[config.mk]
export PLATFORM = sky130hd
export DESIGN_NAME = led_unit_mode_sequencer_boost_ctrl
export DESIGN_NICKNAME = d
export VERILOG_FILES = /design/src/led_seq_pkg.sv /design/src/reg_bus_if.sv /design/src/serial_reg_link.sv /design/src/led_unit_mode_sequencer_boost_ctrl.sv
export SDC_FILE = /design/constraint.sdc
export NUM_CORES = 1
export LEC_CHECK = 0
export ABC_AREA = 1
export BUFFER_PORTS_ARGS = -buffer_cell sky130_fd_sc_hd__buf_2
export CAP_MARGIN = 10
export CORE_ASPECT_RATIO = 1.2
export CORE_MARGIN = 2
export CORE_UTILIZATION = 40
export DETAILED_ROUTE_END_ITERATION = 8
export PLACE_DENSITY = 0.58
export SLEW_MARGIN = 20
export SYNTH_ARGS = -nofsm -noshare
export SYNTH_HDL_FRONTEND = slang
export SYNTH_HIERARCHICAL = 1
export SYNTH_SLANG_ARGS = --single-unit
[constraint.sdc]
create_clock -name clk_sys_i -period 1.6 [get_ports clk_sys_i]
set_input_delay 0.24 -clock clk_sys_i [delete_from_list [all_inputs] [get_ports clk_sys_i]]
set_output_delay 0.24 -clock clk_sys_i [all_outputs]
set_load 0.005 [all_outputs]
[src/led_seq_pkg.sv]
package led_seq_pkg;

   // system clock and timed delays
   localparam int unsigned CLK_HZ = 10_000_000;
   localparam int unsigned CLK_MHZ = CLK_HZ / 1_000_000;
   localparam int unsigned OSC_SETTLE_MS = 10;
   localparam int unsigned SOFT_START_MS = 20;
   localparam int unsigned OSC_SETTLE_CYC = OSC_SETTLE_MS * (CLK_HZ / 1000);
   localparam int unsigned SOFT_START_CYC = SOFT_START_MS * (CLK_HZ / 1000);

   // boost switching clock and pulse widths
   localparam int unsigned BOOST_HZ = 1_000_000;
   localparam int unsigned BOOST_DIV = CLK_HZ / BOOST_HZ;
   localparam int unsigned MIN_PULSE_NS = 45;
   localparam int unsigned MIN_PULSE_RAW = (MIN_PULSE_NS * CLK_MHZ + 999) / 1000;
   localparam int unsigned MIN_PULSE_CYC = (MIN_PULSE_RAW < 1) ? 1 : MIN_PULSE_RAW;
   localparam int unsigned MAX_DUTY_PCT = 80;
   localparam int unsigned MAX_ON_CYC = BOOST_DIV * MAX_DUTY_PCT / 100;

   // register map
   localparam logic [7:0] BOOST_VOUT_ADDR = 8'h0d;
   localparam logic [7:0] CTRL_ADDR = 8'h0e;
   localparam logic [7:0] STATUS_ADDR = 8'h0f;
   localparam int unsigned CTRL_RUN_BIT = 0;
   localparam int unsigned CTRL_BOOST_BIT = 1;
   localparam int unsigned CTRL_LOAD_BIT = 2;
   localparam logic [7:0] CTRL_RESET = 8'h04;
   localparam logic [7:0] BOOST_VOUT_RESET = 8'h08;
   localparam logic [7:0] VOUT_MIN = 8'h08;
   localparam logic [7:0] VOUT_MAX = 8'h12;

   // serial link address, arbitrary value
   localparam logic [6:0] LINK_ADDR = 7'h2c;

   typedef enum logic [2:0] {
      MODE_RESET,
      MODE_STANDBY,
      MODE_STARTUP,
      MODE_BOOST_START,
      MODE_NORMAL
   } mode_e;

endpackage

[src/reg_bus_if.sv]
interface reg_bus_if;
   logic wr_stb;
   logic [7:0] addr;
   logic [7:0] wdata;
   logic [7:0] rdata;

   modport link (output wr_stb, output addr, output wdata, input rdata);
   modport regs (input wr_stb, input addr, input wdata, output rdata);
endinterface

[src/serial_reg_link.sv]
module serial_reg_link (
   input wire logic clk_sys_i,
   input wire logic rst_b_i,
   input wire logic clear_i,
   input wire logic scl_i,
   input wire logic sda_i,
   output logic sda_oe_b_o,
   reg_bus_if.link bus
);

   typedef enum logic [2:0] {
      L_IDLE,
      L_DEV,
      L_ACK,
      L_WR,
      L_RD,
      L_RD_ACK
   } link_e;

   link_e st_ff;
   logic scl_q_ff;
   logic sda_q_ff;
   logic [3:0] cnt_ff;
   logic [7:0] sh_ff;
   logic [7:0] ptr_ff;
   logic [7:0] wdata_ff;
   logic rw_ff;
   logic first_ff;
   logic nack_ff;
   logic drive_ff;
   logic wr_ff;

   // bus condition decode
   wire start_det = scl_i && scl_q_ff && sda_q_ff && !sda_i;
   wire stop_det = scl_i && scl_q_ff && !sda_q_ff && sda_i;
   wire scl_rise = scl_i && !scl_q_ff;
   wire scl_fall = !scl_i && scl_q_ff;
   wire [7:0] sh_in = {sh_ff[6:0], sda_i};

   assign sda_oe_b_o = !drive_ff; // open drain: only ever pulls low
   assign bus.wr_stb = wr_ff;
   assign bus.addr = ptr_ff;
   assign bus.wdata = wdata_ff;

   // pin sampling for edge detection
   always_ff @(posedge clk_sys_i or negedge rst_b_i) begin
      if (!rst_b_i) begin
         scl_q_ff <= 1'b1;
         sda_q_ff <= 1'b1;
      end else begin
         scl_q_ff <= scl_i;
         sda_q_ff <= sda_i;
      end
   end

   // byte engine: address, pointer, write data, read data
   always_ff @(posedge clk_sys_i or negedge rst_b_i) begin
      if (!rst_b_i) begin
         st_ff <= L_IDLE;
         cnt_ff <= 4'h0;
         sh_ff <= 8'h00;
         ptr_ff <= 8'h00;
         wdata_ff <= 8'h00;
         rw_ff <= 1'b0;
         first_ff <= 1'b0;
         nack_ff <= 1'b0;
         drive_ff <= 1'b0;
         wr_ff <= 1'b0;
      end else if (clear_i) begin
         st_ff <= L_IDLE;
         drive_ff <= 1'b0;
         wr_ff <= 1'b0;
         ptr_ff <= 8'h00;
      end else begin
         wr_ff <= 1'b0;
         if (start_det) begin
            st_ff <= L_DEV;
            cnt_ff <= 4'h0;
            drive_ff <= 1'b0;
         end else if (stop_det) begin
            st_ff <= L_IDLE;
            drive_ff <= 1'b0;
         end else if (scl_rise) begin
            if (st_ff == L_DEV || st_ff == L_WR) begin
               sh_ff <= sh_in;
               cnt_ff <= cnt_ff + 4'h1;
            end else if (st_ff == L_RD_ACK) begin
               nack_ff <= sda_i;
            end
         end else if (scl_fall) begin
            unique case (st_ff)
               L_IDLE: ;
               L_DEV: begin
                  if (cnt_ff == 4'h8) begin
                     if (sh_ff[7:1] == led_seq_pkg::LINK_ADDR) begin
                        st_ff <= L_ACK;
                        drive_ff <= 1'b1;
                        rw_ff <= sh_ff[0];
                        first_ff <= !sh_ff[0];
                     end else begin
                        st_ff <= L_IDLE;
                     end
                  end
               end
               L_WR: begin
                  if (cnt_ff == 4'h8) begin
                     st_ff <= L_ACK;
                     drive_ff <= 1'b1;
                     if (first_ff) begin
                        ptr_ff <= sh_ff;
                        first_ff <= 1'b0;
                     end else begin
                        wdata_ff <= sh_ff;
                        wr_ff <= 1'b1;
                     end
                  end
               end
               L_ACK, L_RD_ACK: begin
                  cnt_ff <= 4'h0;
                  if (rw_ff && !(st_ff == L_RD_ACK && nack_ff)) begin
                     st_ff <= L_RD;
                     sh_ff <= bus.rdata;
                     drive_ff <= !bus.rdata[7];
                     cnt_ff <= 4'h1;
                  end else if (rw_ff) begin
                     st_ff <= L_IDLE;
                     drive_ff <= 1'b0;
                  end else begin
                     st_ff <= L_WR;
                     drive_ff <= 1'b0;
                  end
               end
               L_RD: begin
                  if (cnt_ff == 4'h8) begin
                     st_ff <= L_RD_ACK;
                     drive_ff <= 1'b0;
                  end else begin
                     drive_ff <= !sh_ff[3'(4'h7 - cnt_ff)];
                     cnt_ff <= cnt_ff + 4'h1;
                  end
               end
            endcase
         end
      end
   end

endmodule

[src/led_unit_mode_sequencer_boost_ctrl.sv]
// How it works
// - in reset mode every register is forced back to its default value
// - external low reset or power-on reset forces reset mode from any mode
// - power-on reset holds reset mode; its release moves on to standby
// - run-request bit defaults to zero, so the unit rests in standby
// - run-request zero and no reset means standby with everything disabled
// - writes land in standby and take effect at once; boost enable acts only after startup
// - run request starts core power and holds a 10 ms oscillator settle delay
// - thermal shutdown stops operation and holds startup until it clears
// - boost soft-start runs low-current switching for 20 ms, then normal switching
// - all LED outputs stay off during the boost soft-start delay
// - soft-start follows startup with boost enabled, or boost enable written in normal
// - normal mode takes writes in any order, many bits at once
// - boost enable written zero puts the converter in its standby state
// - the 8-bit output code 8..18 selects 8 V to 18 V in 1 V steps
// - stored codes below 8 are used as 8
// - stored codes above 18 are used as 18
// - active load is on while the converter runs, unless software clears its enable bit
// - switch on-time is capped by a digital duty limit
// - switching clock is a divided down copy of the oscillator, 1 MHz nominal
// - every switching cycle gives at least a minimum-length pulse
// - the output voltage register lives at address 0x0d
module led_unit_mode_sequencer_boost_ctrl #(
   parameter int unsigned OSC_SETTLE_CYC = led_seq_pkg::OSC_SETTLE_CYC,
   parameter int unsigned SOFT_START_CYC = led_seq_pkg::SOFT_START_CYC
) (
   input wire logic clk_sys_i,
   input wire logic rst_b_i,
   input wire logic external_reset_low_i,
   input wire logic por_active_i,
   input wire logic thermal_shutdown_i,
   input wire logic scl_i,
   input wire logic sda_i,
   output logic sda_oe_b_o,
   input wire logic peak_current_i,
   output logic core_power_o,
   output logic led_enable_o,
   output logic boost_active_o,
   output logic boost_low_current_o,
   output logic boost_switch_o,
   output logic active_load_o,
   output logic [7:0] vout_code_o,
   output logic [2:0] mode_o
);

   ////////////////////////////////////////////////////////////////////////
   // declarations

   localparam int TMR_W = 24;

   reg_bus_if bus ();

   led_seq_pkg::mode_e mode_ff;
   led_seq_pkg::mode_e nxt_mode;
   logic [TMR_W-1:0] tmr_ff;
   logic [TMR_W-1:0] nxt_tmr;
   logic [7:0] ctrl_ff;
   logic [7:0] vout_ff;
   logic [7:0] vout_code_ff;
   logic boost_up_ff;
   logic boost_en_q_ff;
   logic [3:0] div_ff;
   logic [3:0] on_cnt_ff;
   logic sw_ff;

   // clamp a stored voltage code into the usable 8..18 range
   function automatic logic [7:0] clamp_vout(input logic [7:0] code);
      if (code < led_seq_pkg::VOUT_MIN) begin
         return led_seq_pkg::VOUT_MIN;
      end else if (code > led_seq_pkg::VOUT_MAX) begin
         return led_seq_pkg::VOUT_MAX;
      end
      return code;
   endfunction

   ////////////////////////////////////////////////////////////////////////
   // reset request and control bit decode

   wire reset_req = !external_reset_low_i || por_active_i;
   wire run_req = ctrl_ff[led_seq_pkg::CTRL_RUN_BIT];
   wire boost_en = ctrl_ff[led_seq_pkg::CTRL_BOOST_BIT];
   wire load_en = ctrl_ff[led_seq_pkg::CTRL_LOAD_BIT];
   wire tmr_done = (tmr_ff == '0);
   wire in_run = (mode_ff == led_seq_pkg::MODE_BOOST_START) ||
                 (mode_ff == led_seq_pkg::MODE_NORMAL);
   wire boost_rise = boost_en && !boost_en_q_ff;

   ////////////////////////////////////////////////////////////////////////
   // serial register link

   serial_reg_link u_link (
      .clk_sys_i (clk_sys_i),
      .rst_b_i (rst_b_i),
      .clear_i (reset_req),
      .scl_i (scl_i),
      .sda_i (sda_i),
      .sda_oe_b_o (sda_oe_b_o),
      .bus (bus.link)
   );

   // register write decode, accepted in every mode except reset
   wire wr_ctrl = bus.wr_stb && (bus.addr == led_seq_pkg::CTRL_ADDR);
   wire wr_vout = bus.wr_stb && (bus.addr == led_seq_pkg::BOOST_VOUT_ADDR);

   // read back selection; status shows the live mode
   assign bus.rdata = (bus.addr == led_seq_pkg::CTRL_ADDR) ? ctrl_ff :
                      (bus.addr == led_seq_pkg::BOOST_VOUT_ADDR) ? vout_ff :
                      (bus.addr == led_seq_pkg::STATUS_ADDR) ?
                      {3'h0, boost_up_ff, thermal_shutdown_i, 3'(mode_ff)} :
                      8'h00;

   ////////////////////////////////////////////////////////////////////////
   // control registers

   // whole writes replace every bit at once; reset mode restores defaults
   always_ff @(posedge clk_sys_i or negedge rst_b_i) begin
      if (!rst_b_i) begin
         ctrl_ff <= led_seq_pkg::CTRL_RESET;
         vout_ff <= led_seq_pkg::BOOST_VOUT_RESET;
      end else if (reset_req) begin
         ctrl_ff <= led_seq_pkg::CTRL_RESET;
         vout_ff <= led_seq_pkg::BOOST_VOUT_RESET;
      end else begin
         if (wr_ctrl) begin
            ctrl_ff <= bus.wdata;
         end
         if (wr_vout) begin
            vout_ff <= bus.wdata;
         end
      end
   end

   // clamped voltage code held in a register for the analog divider
   always_ff @(posedge clk_sys_i or negedge rst_b_i) begin
      if (!rst_b_i) begin
         vout_code_ff <= led_seq_pkg::VOUT_MIN;
      end else begin
         vout_code_ff <= clamp_vout(vout_ff);
      end
   end

   ////////////////////////////////////////////////////////////////////////
   // operating mode sequencer

   // next mode and delay timer load
   always_comb begin
      nxt_mode = mode_ff;
      nxt_tmr = (tmr_ff == '0) ? tmr_ff : tmr_ff - TMR_W'(1);
      if (reset_req) begin
         nxt_mode = led_seq_pkg::MODE_RESET;
         nxt_tmr = '0;
      end else begin
         unique case (mode_ff)
            led_seq_pkg::MODE_RESET: begin
               nxt_mode = led_seq_pkg::MODE_STANDBY;
            end
            led_seq_pkg::MODE_STANDBY: begin
               if (run_req) begin
                  nxt_mode = led_seq_pkg::MODE_STARTUP;
                  nxt_tmr = TMR_W'(OSC_SETTLE_CYC);
               end
            end
            led_seq_pkg::MODE_STARTUP: begin
               if (!run_req) begin
                  nxt_mode = led_seq_pkg::MODE_STANDBY;
               end else if (thermal_shutdown_i) begin
                  nxt_tmr = TMR_W'(OSC_SETTLE_CYC);
               end else if (tmr_done && boost_en) begin
                  nxt_mode = led_seq_pkg::MODE_BOOST_START;
                  nxt_tmr = TMR_W'(SOFT_START_CYC);
               end else if (tmr_done) begin
                  nxt_mode = led_seq_pkg::MODE_NORMAL;
               end
            end
            led_seq_pkg::MODE_BOOST_START: begin
               if (!run_req) begin
                  nxt_mode = led_seq_pkg::MODE_STANDBY;
               end else if (thermal_shutdown_i) begin
                  nxt_mode = led_seq_pkg::MODE_STARTUP;
                  nxt_tmr = TMR_W'(OSC_SETTLE_CYC);
               end else if (!boost_en || tmr_done) begin
                  nxt_mode = led_seq_pkg::MODE_NORMAL;
               end
            end
            led_seq_pkg::MODE_NORMAL: begin
               if (!run_req) begin
                  nxt_mode = led_seq_pkg::MODE_STANDBY;
               end else if (thermal_shutdown_i) begin
                  nxt_mode = led_seq_pkg::MODE_STARTUP;
                  nxt_tmr = TMR_W'(OSC_SETTLE_CYC);
               end else if (boost_en && !boost_up_ff) begin
                  nxt_mode = led_seq_pkg::MODE_BOOST_START;
                  nxt_tmr = TMR_W'(SOFT_START_CYC);
               end
            end
         endcase
      end
   end

   // mode and timer registers
   always_ff @(posedge clk_sys_i or negedge rst_b_i) begin
      if (!rst_b_i) begin
         mode_ff <= led_seq_pkg::MODE_RESET;
         tmr_ff <= '0;
      end else begin
         mode_ff <= nxt_mode;
         tmr_ff <= nxt_tmr;
      end
   end

   // converter running flag: set at soft-start end, dropped on disable
   always_ff @(posedge clk_sys_i or negedge rst_b_i) begin
      if (!rst_b_i) begin
         boost_up_ff <= 1'b0;
         boost_en_q_ff <= 1'b0;
      end else begin
         boost_en_q_ff <= boost_en;
         if (!boost_en || reset_req || !in_run) begin
            boost_up_ff <= 1'b0;
         end else if (mode_ff == led_seq_pkg::MODE_BOOST_START && tmr_done) begin
            boost_up_ff <= 1'b1;
         end else if (boost_rise) begin
            boost_up_ff <= 1'b0;
         end
      end
   end

   ////////////////////////////////////////////////////////////////////////
   // boost switching control

   // switching clock enable divided from the system clock
   wire sw_tick = (div_ff == 4'(led_seq_pkg::BOOST_DIV - 1));
   wire converter_on = in_run && boost_en && !thermal_shutdown_i;

   always_ff @(posedge clk_sys_i or negedge rst_b_i) begin
      if (!rst_b_i) begin
         div_ff <= 4'h0;
      end else if (sw_tick || !converter_on) begin
         div_ff <= 4'h0;
      end else begin
         div_ff <= div_ff + 4'h1;
      end
   end

   // switch pulse: at least the minimum width, ended by peak current, capped
   wire min_met = (on_cnt_ff >= 4'(led_seq_pkg::MIN_PULSE_CYC));
   wire max_hit = (on_cnt_ff >= 4'(led_seq_pkg::MAX_ON_CYC));

   always_ff @(posedge clk_sys_i or negedge rst_b_i) begin
      if (!rst_b_i) begin
         sw_ff <= 1'b0;
         on_cnt_ff <= 4'h0;
      end else if (!converter_on) begin
         sw_ff <= 1'b0;
         on_cnt_ff <= 4'h0;
      end else if (sw_tick) begin
         sw_ff <= 1'b1;
         on_cnt_ff <= 4'h1;
      end else if (sw_ff) begin
         if (max_hit || (min_met && peak_current_i)) begin
            sw_ff <= 1'b0;
         end else begin
            on_cnt_ff <= on_cnt_ff + 4'h1;
         end
      end
   end

   ////////////////////////////////////////////////////////////////////////
   // outputs

   assign core_power_o = (mode_ff == led_seq_pkg::MODE_STARTUP) || in_run;
   assign led_enable_o = (mode_ff == led_seq_pkg::MODE_NORMAL) && !thermal_shutdown_i;
   assign boost_active_o = converter_on;
   assign boost_low_current_o = (mode_ff == led_seq_pkg::MODE_BOOST_START);
   assign boost_switch_o = sw_ff;
   assign active_load_o = converter_on && load_en;
   assign vout_code_o = vout_code_ff;
   assign mode_o = 3'(mode_ff);

endmodule

==> metrics.txt <==
run status=finished, violations left; failing checks=setup timing; Ant. Diodes=0; CP required=1.84 ns; Final WS setup=-0.106 ns; largest net degree at the start of global routing=32; met3 Use GR=3.17%; Top Usage Layer GRT=met2; first-pass GRT wire length=25.6 mm; DP HPWL=11.5 mm; fmax=0.586 GHz; crit path kind=reg2reg; r2r setup slk=-0.11 ns; crit path time final=1.71 ns; Seq cells post-synth=100; area delta synth->final=44.5%; Setup-failing EPs final=33; Area contributors post-synth=dfrtp_1 41%, nand2_1 10%, inv_1 6.2%, nor2_1 5.4%, nand3_1 4.9%; mapped cell area=5810 um2; M1 GR Usage=25.4%; worst-path maximum fanout=6; number of global-route vias before repair=5432; Layout Cells excl Fill=1082; leak pwr=3.95 nW; clock slew at reported path FFs=0.07 ns; Skew-Pair Late Insertion Delay=0.36 ns; Ports=26; RSZ-0062 raised after global routing=true; min-delay src=sda_i; family with the most delay on the worst path=simple AND/OR/NAND/NOR gates; nets@finish=921; Via-to-Cell Ratio=5.15; initial DRC count=406; routed len/inst=15.3 um; Reg-to-Reg End=tmr_ff[19]; Startpoint Class=register; Util after Layout=58.7%; CP endpoint kind=register; Routed Antenna Nets=0; Core ar.=14300 um2; total track usage=20.8%; DRC Markers=0; worst hold path type=in2reg; Die Span Y=136 um; Initial Util=40.6%; worst-path cell chain=nor2_2 -> nand3_1 -> nor2_2 -> nand3_4 -> o21ai_4 -> a21boi_4 -> nand2_4 -> buf_12 -> nor2_1; Die W=114 um; Pre-antenna DRT Iters=5; vias=5573; Power Density=1480 nW/um2; syn avg cell area=7.94 um2; die area=15500 um2; Hold Fails Final Rpt=0; Max Cap Violations=0; CTS tree=yes; share of cells above drive strength 1=45.9%; FF-to-FF path depth=9; dpl cells=1030; drt total wl=16.5 mm; Fill cells=1243; most common cell after layout, fill and taps aside=nand2_1; most frequent cells in the layout=120 x nand2_1, 117 x buf_4, 93 x dfrtp_1, 72 x inv_1; fin area=8390 um2; WHS=0.0679 ns; total number of yosys warnings=6; clock skew=0.0119 ns; maximum VDD drop=791 uV; slowest CP cell=dfrtp_1; post-synthesis sequential area ratio=43.2%; share of the synthesized area in the top cell type=40.9%; Max Root-Sink Buffers=2; Distinct cells, synth=45; area post-placement=6990 um2; met2 usage=36.3%; Hold EP=u_link/sda_q_ff; CTS buffer count=9; Worst Path Buf+Inv=1; Site Rows=48; fin. max-slew vios=0; TNS Setup=-1.89 ns; WHS Path Cells=1; Cells after Synth=731; Worst path max stage delay=0.40 ns; GR Overflow Total=0; Final Cycle Share=107%; Synth area leader=dfrtp_1; initial antenna violation count=0; gpl congestion=0.901; Port-buffer cells=25; CTS Root Cell=clkbuf_16; Reg2Reg Launch Point=tmr_ff[14]; Crit path top cell by count=nor2_2; critical path data arrival time=1.95 ns; H-tree level count=3; # clock sinks=100
layout make-up:
type | count | area, um2 | area share, %
clock inverter | 6 | 76.3 | 0.910
sequential | 100 | 2510 | 29.9
timing repair buffer | 165 | 1330 | 15.9
multi-input combinational | 520 | 3600 | 42.9
inverter | 106 | 410 | 4.89
clock buffer | 10 | 239 | 2.85
tap | 175 | 219 | 2.61
per-stage QoR:
stage                     total power [mW]  setup WS [ns]
final                                 12.4         -0.106
after global routing                  13.1         -0.179
after CTS                             11.2        -0.0748
after detailed placement              8.03         -0.157
after global placement                7.97        -0.0931
after floorplan                       6.05        -0.0578
synth_stat cells (all sizes together):
cell / n
nand4: 15
nand3b: 2
nor4: 3
nor3: 11
buf: 7
o22ai: 13
a21boi: 1
xnor2: 6
o31ai: 2
o21ai: 58
a21oi: 20
and3: 1
o21a: 3
or2: 1
dfrtp: 95
nand2: 165
clkbuf: 1
a22oi: 2
a31o: 1
nor2: 109
inv: 106
conb: 1
nand3: 65
o211ai: 3
ha: 11
o21bai: 1
dfstp: 5
mux2i: 7
a31oi: 1
xor2: 15
metal layers:
metal / part of all wire (%) / routed length, um
met5: 0 / 0
met4: 2.4 / 394
met3: 3.2 / 535
met2: 52 / 8670
met1: 42 / 6910
registers in the layout, summed over array words and instances, names as in the netlist:
name and count:
u_link/bus.addr 8, on_cnt_ff 4, u_link/scl_q_ff 1, boost_en_q_ff 1
mode_o 3, div_ff 4, u_link/bus.wr_stb 1, u_link/nack_ff 1
u_link/st_ff 3, u_link/sh_ff 8, u_link/cnt_ff 4, ctrl_ff 8
vout_code_o 8, u_link/first_ff 1, boost_switch_o 1, u_link/bus.wdata 8
vout_ff 8, u_link/rw_ff 1, u_link/drive_ff 1, boost_up_ff 1
tmr_ff 24, u_link/sda_q_ff 1
worst register-to-register path: cells and delay by family (launching register included):
kind	cells	cell delay [ns]
flops	1	0.40
compound gates	2	0.27
simple gates	6	0.77
buf+inv	1	0.14
worst max path at each step:
stage / startpoint / cells after the start / end
6_report: tmr_ff[14] / 9 / tmr_ff[19]
4_1_cts: mode_o[0] / 6 / active_load_o
3_3_place_gp: u_link/bus.addr[7] / 10 / vout_ff[3]
3_5_place_dp: u_link/scl_q_ff / 9 / u_link/st_ff[2]
5_1_grt: tmr_ff[14] / 9 / tmr_ff[19]
2_1_floorplan: u_link/scl_q_ff / 11 / u_link/bus.wdata[2]
kinds of logic (layout without fill, tap and decap cells):
logic type | after synthesis | after routing | share of synthesized area [%]
other | 1 | 3 | 0.0646
buffers and inverters | 114 | 287 | 8.04
AOI/OAI and AO/OA | 105 | 105 | 11.2
muxes | 7 | 7 | 1.21
and+or+nand+nor | 372 | 373 | 30.7
adders and majority gates | 11 | 11 | 2.37
DFF | 100 | 100 | 43.2
xor gates and xnor gates | 21 | 21 | 3.17
what timing repair did:
| item | in CTS | in global routing |
|---|---|---|
| cloned | 1 | 1 |
| pin swaps | 22 | 77 |
| setup buffers | 17 | 19 |
| gates resized for setup | 71 | 156 |
| setup endpoints to repair | 73 | 83 |
| hold buffers | 1 | 0 |
| endpoints found under the hold margin | 18 | 0 |
power by group:
part / leakage [nW] / switching [mW] / total, mW / internal (mW)
clock network: 0.156 / 1.05 / 2.34 / 1.28
registers: 1.35 / 0.246 / 3.02 / 2.77
logic: 2.44 / 3.85 / 7.05 / 3.19
(Power assumes the default switching activity.)
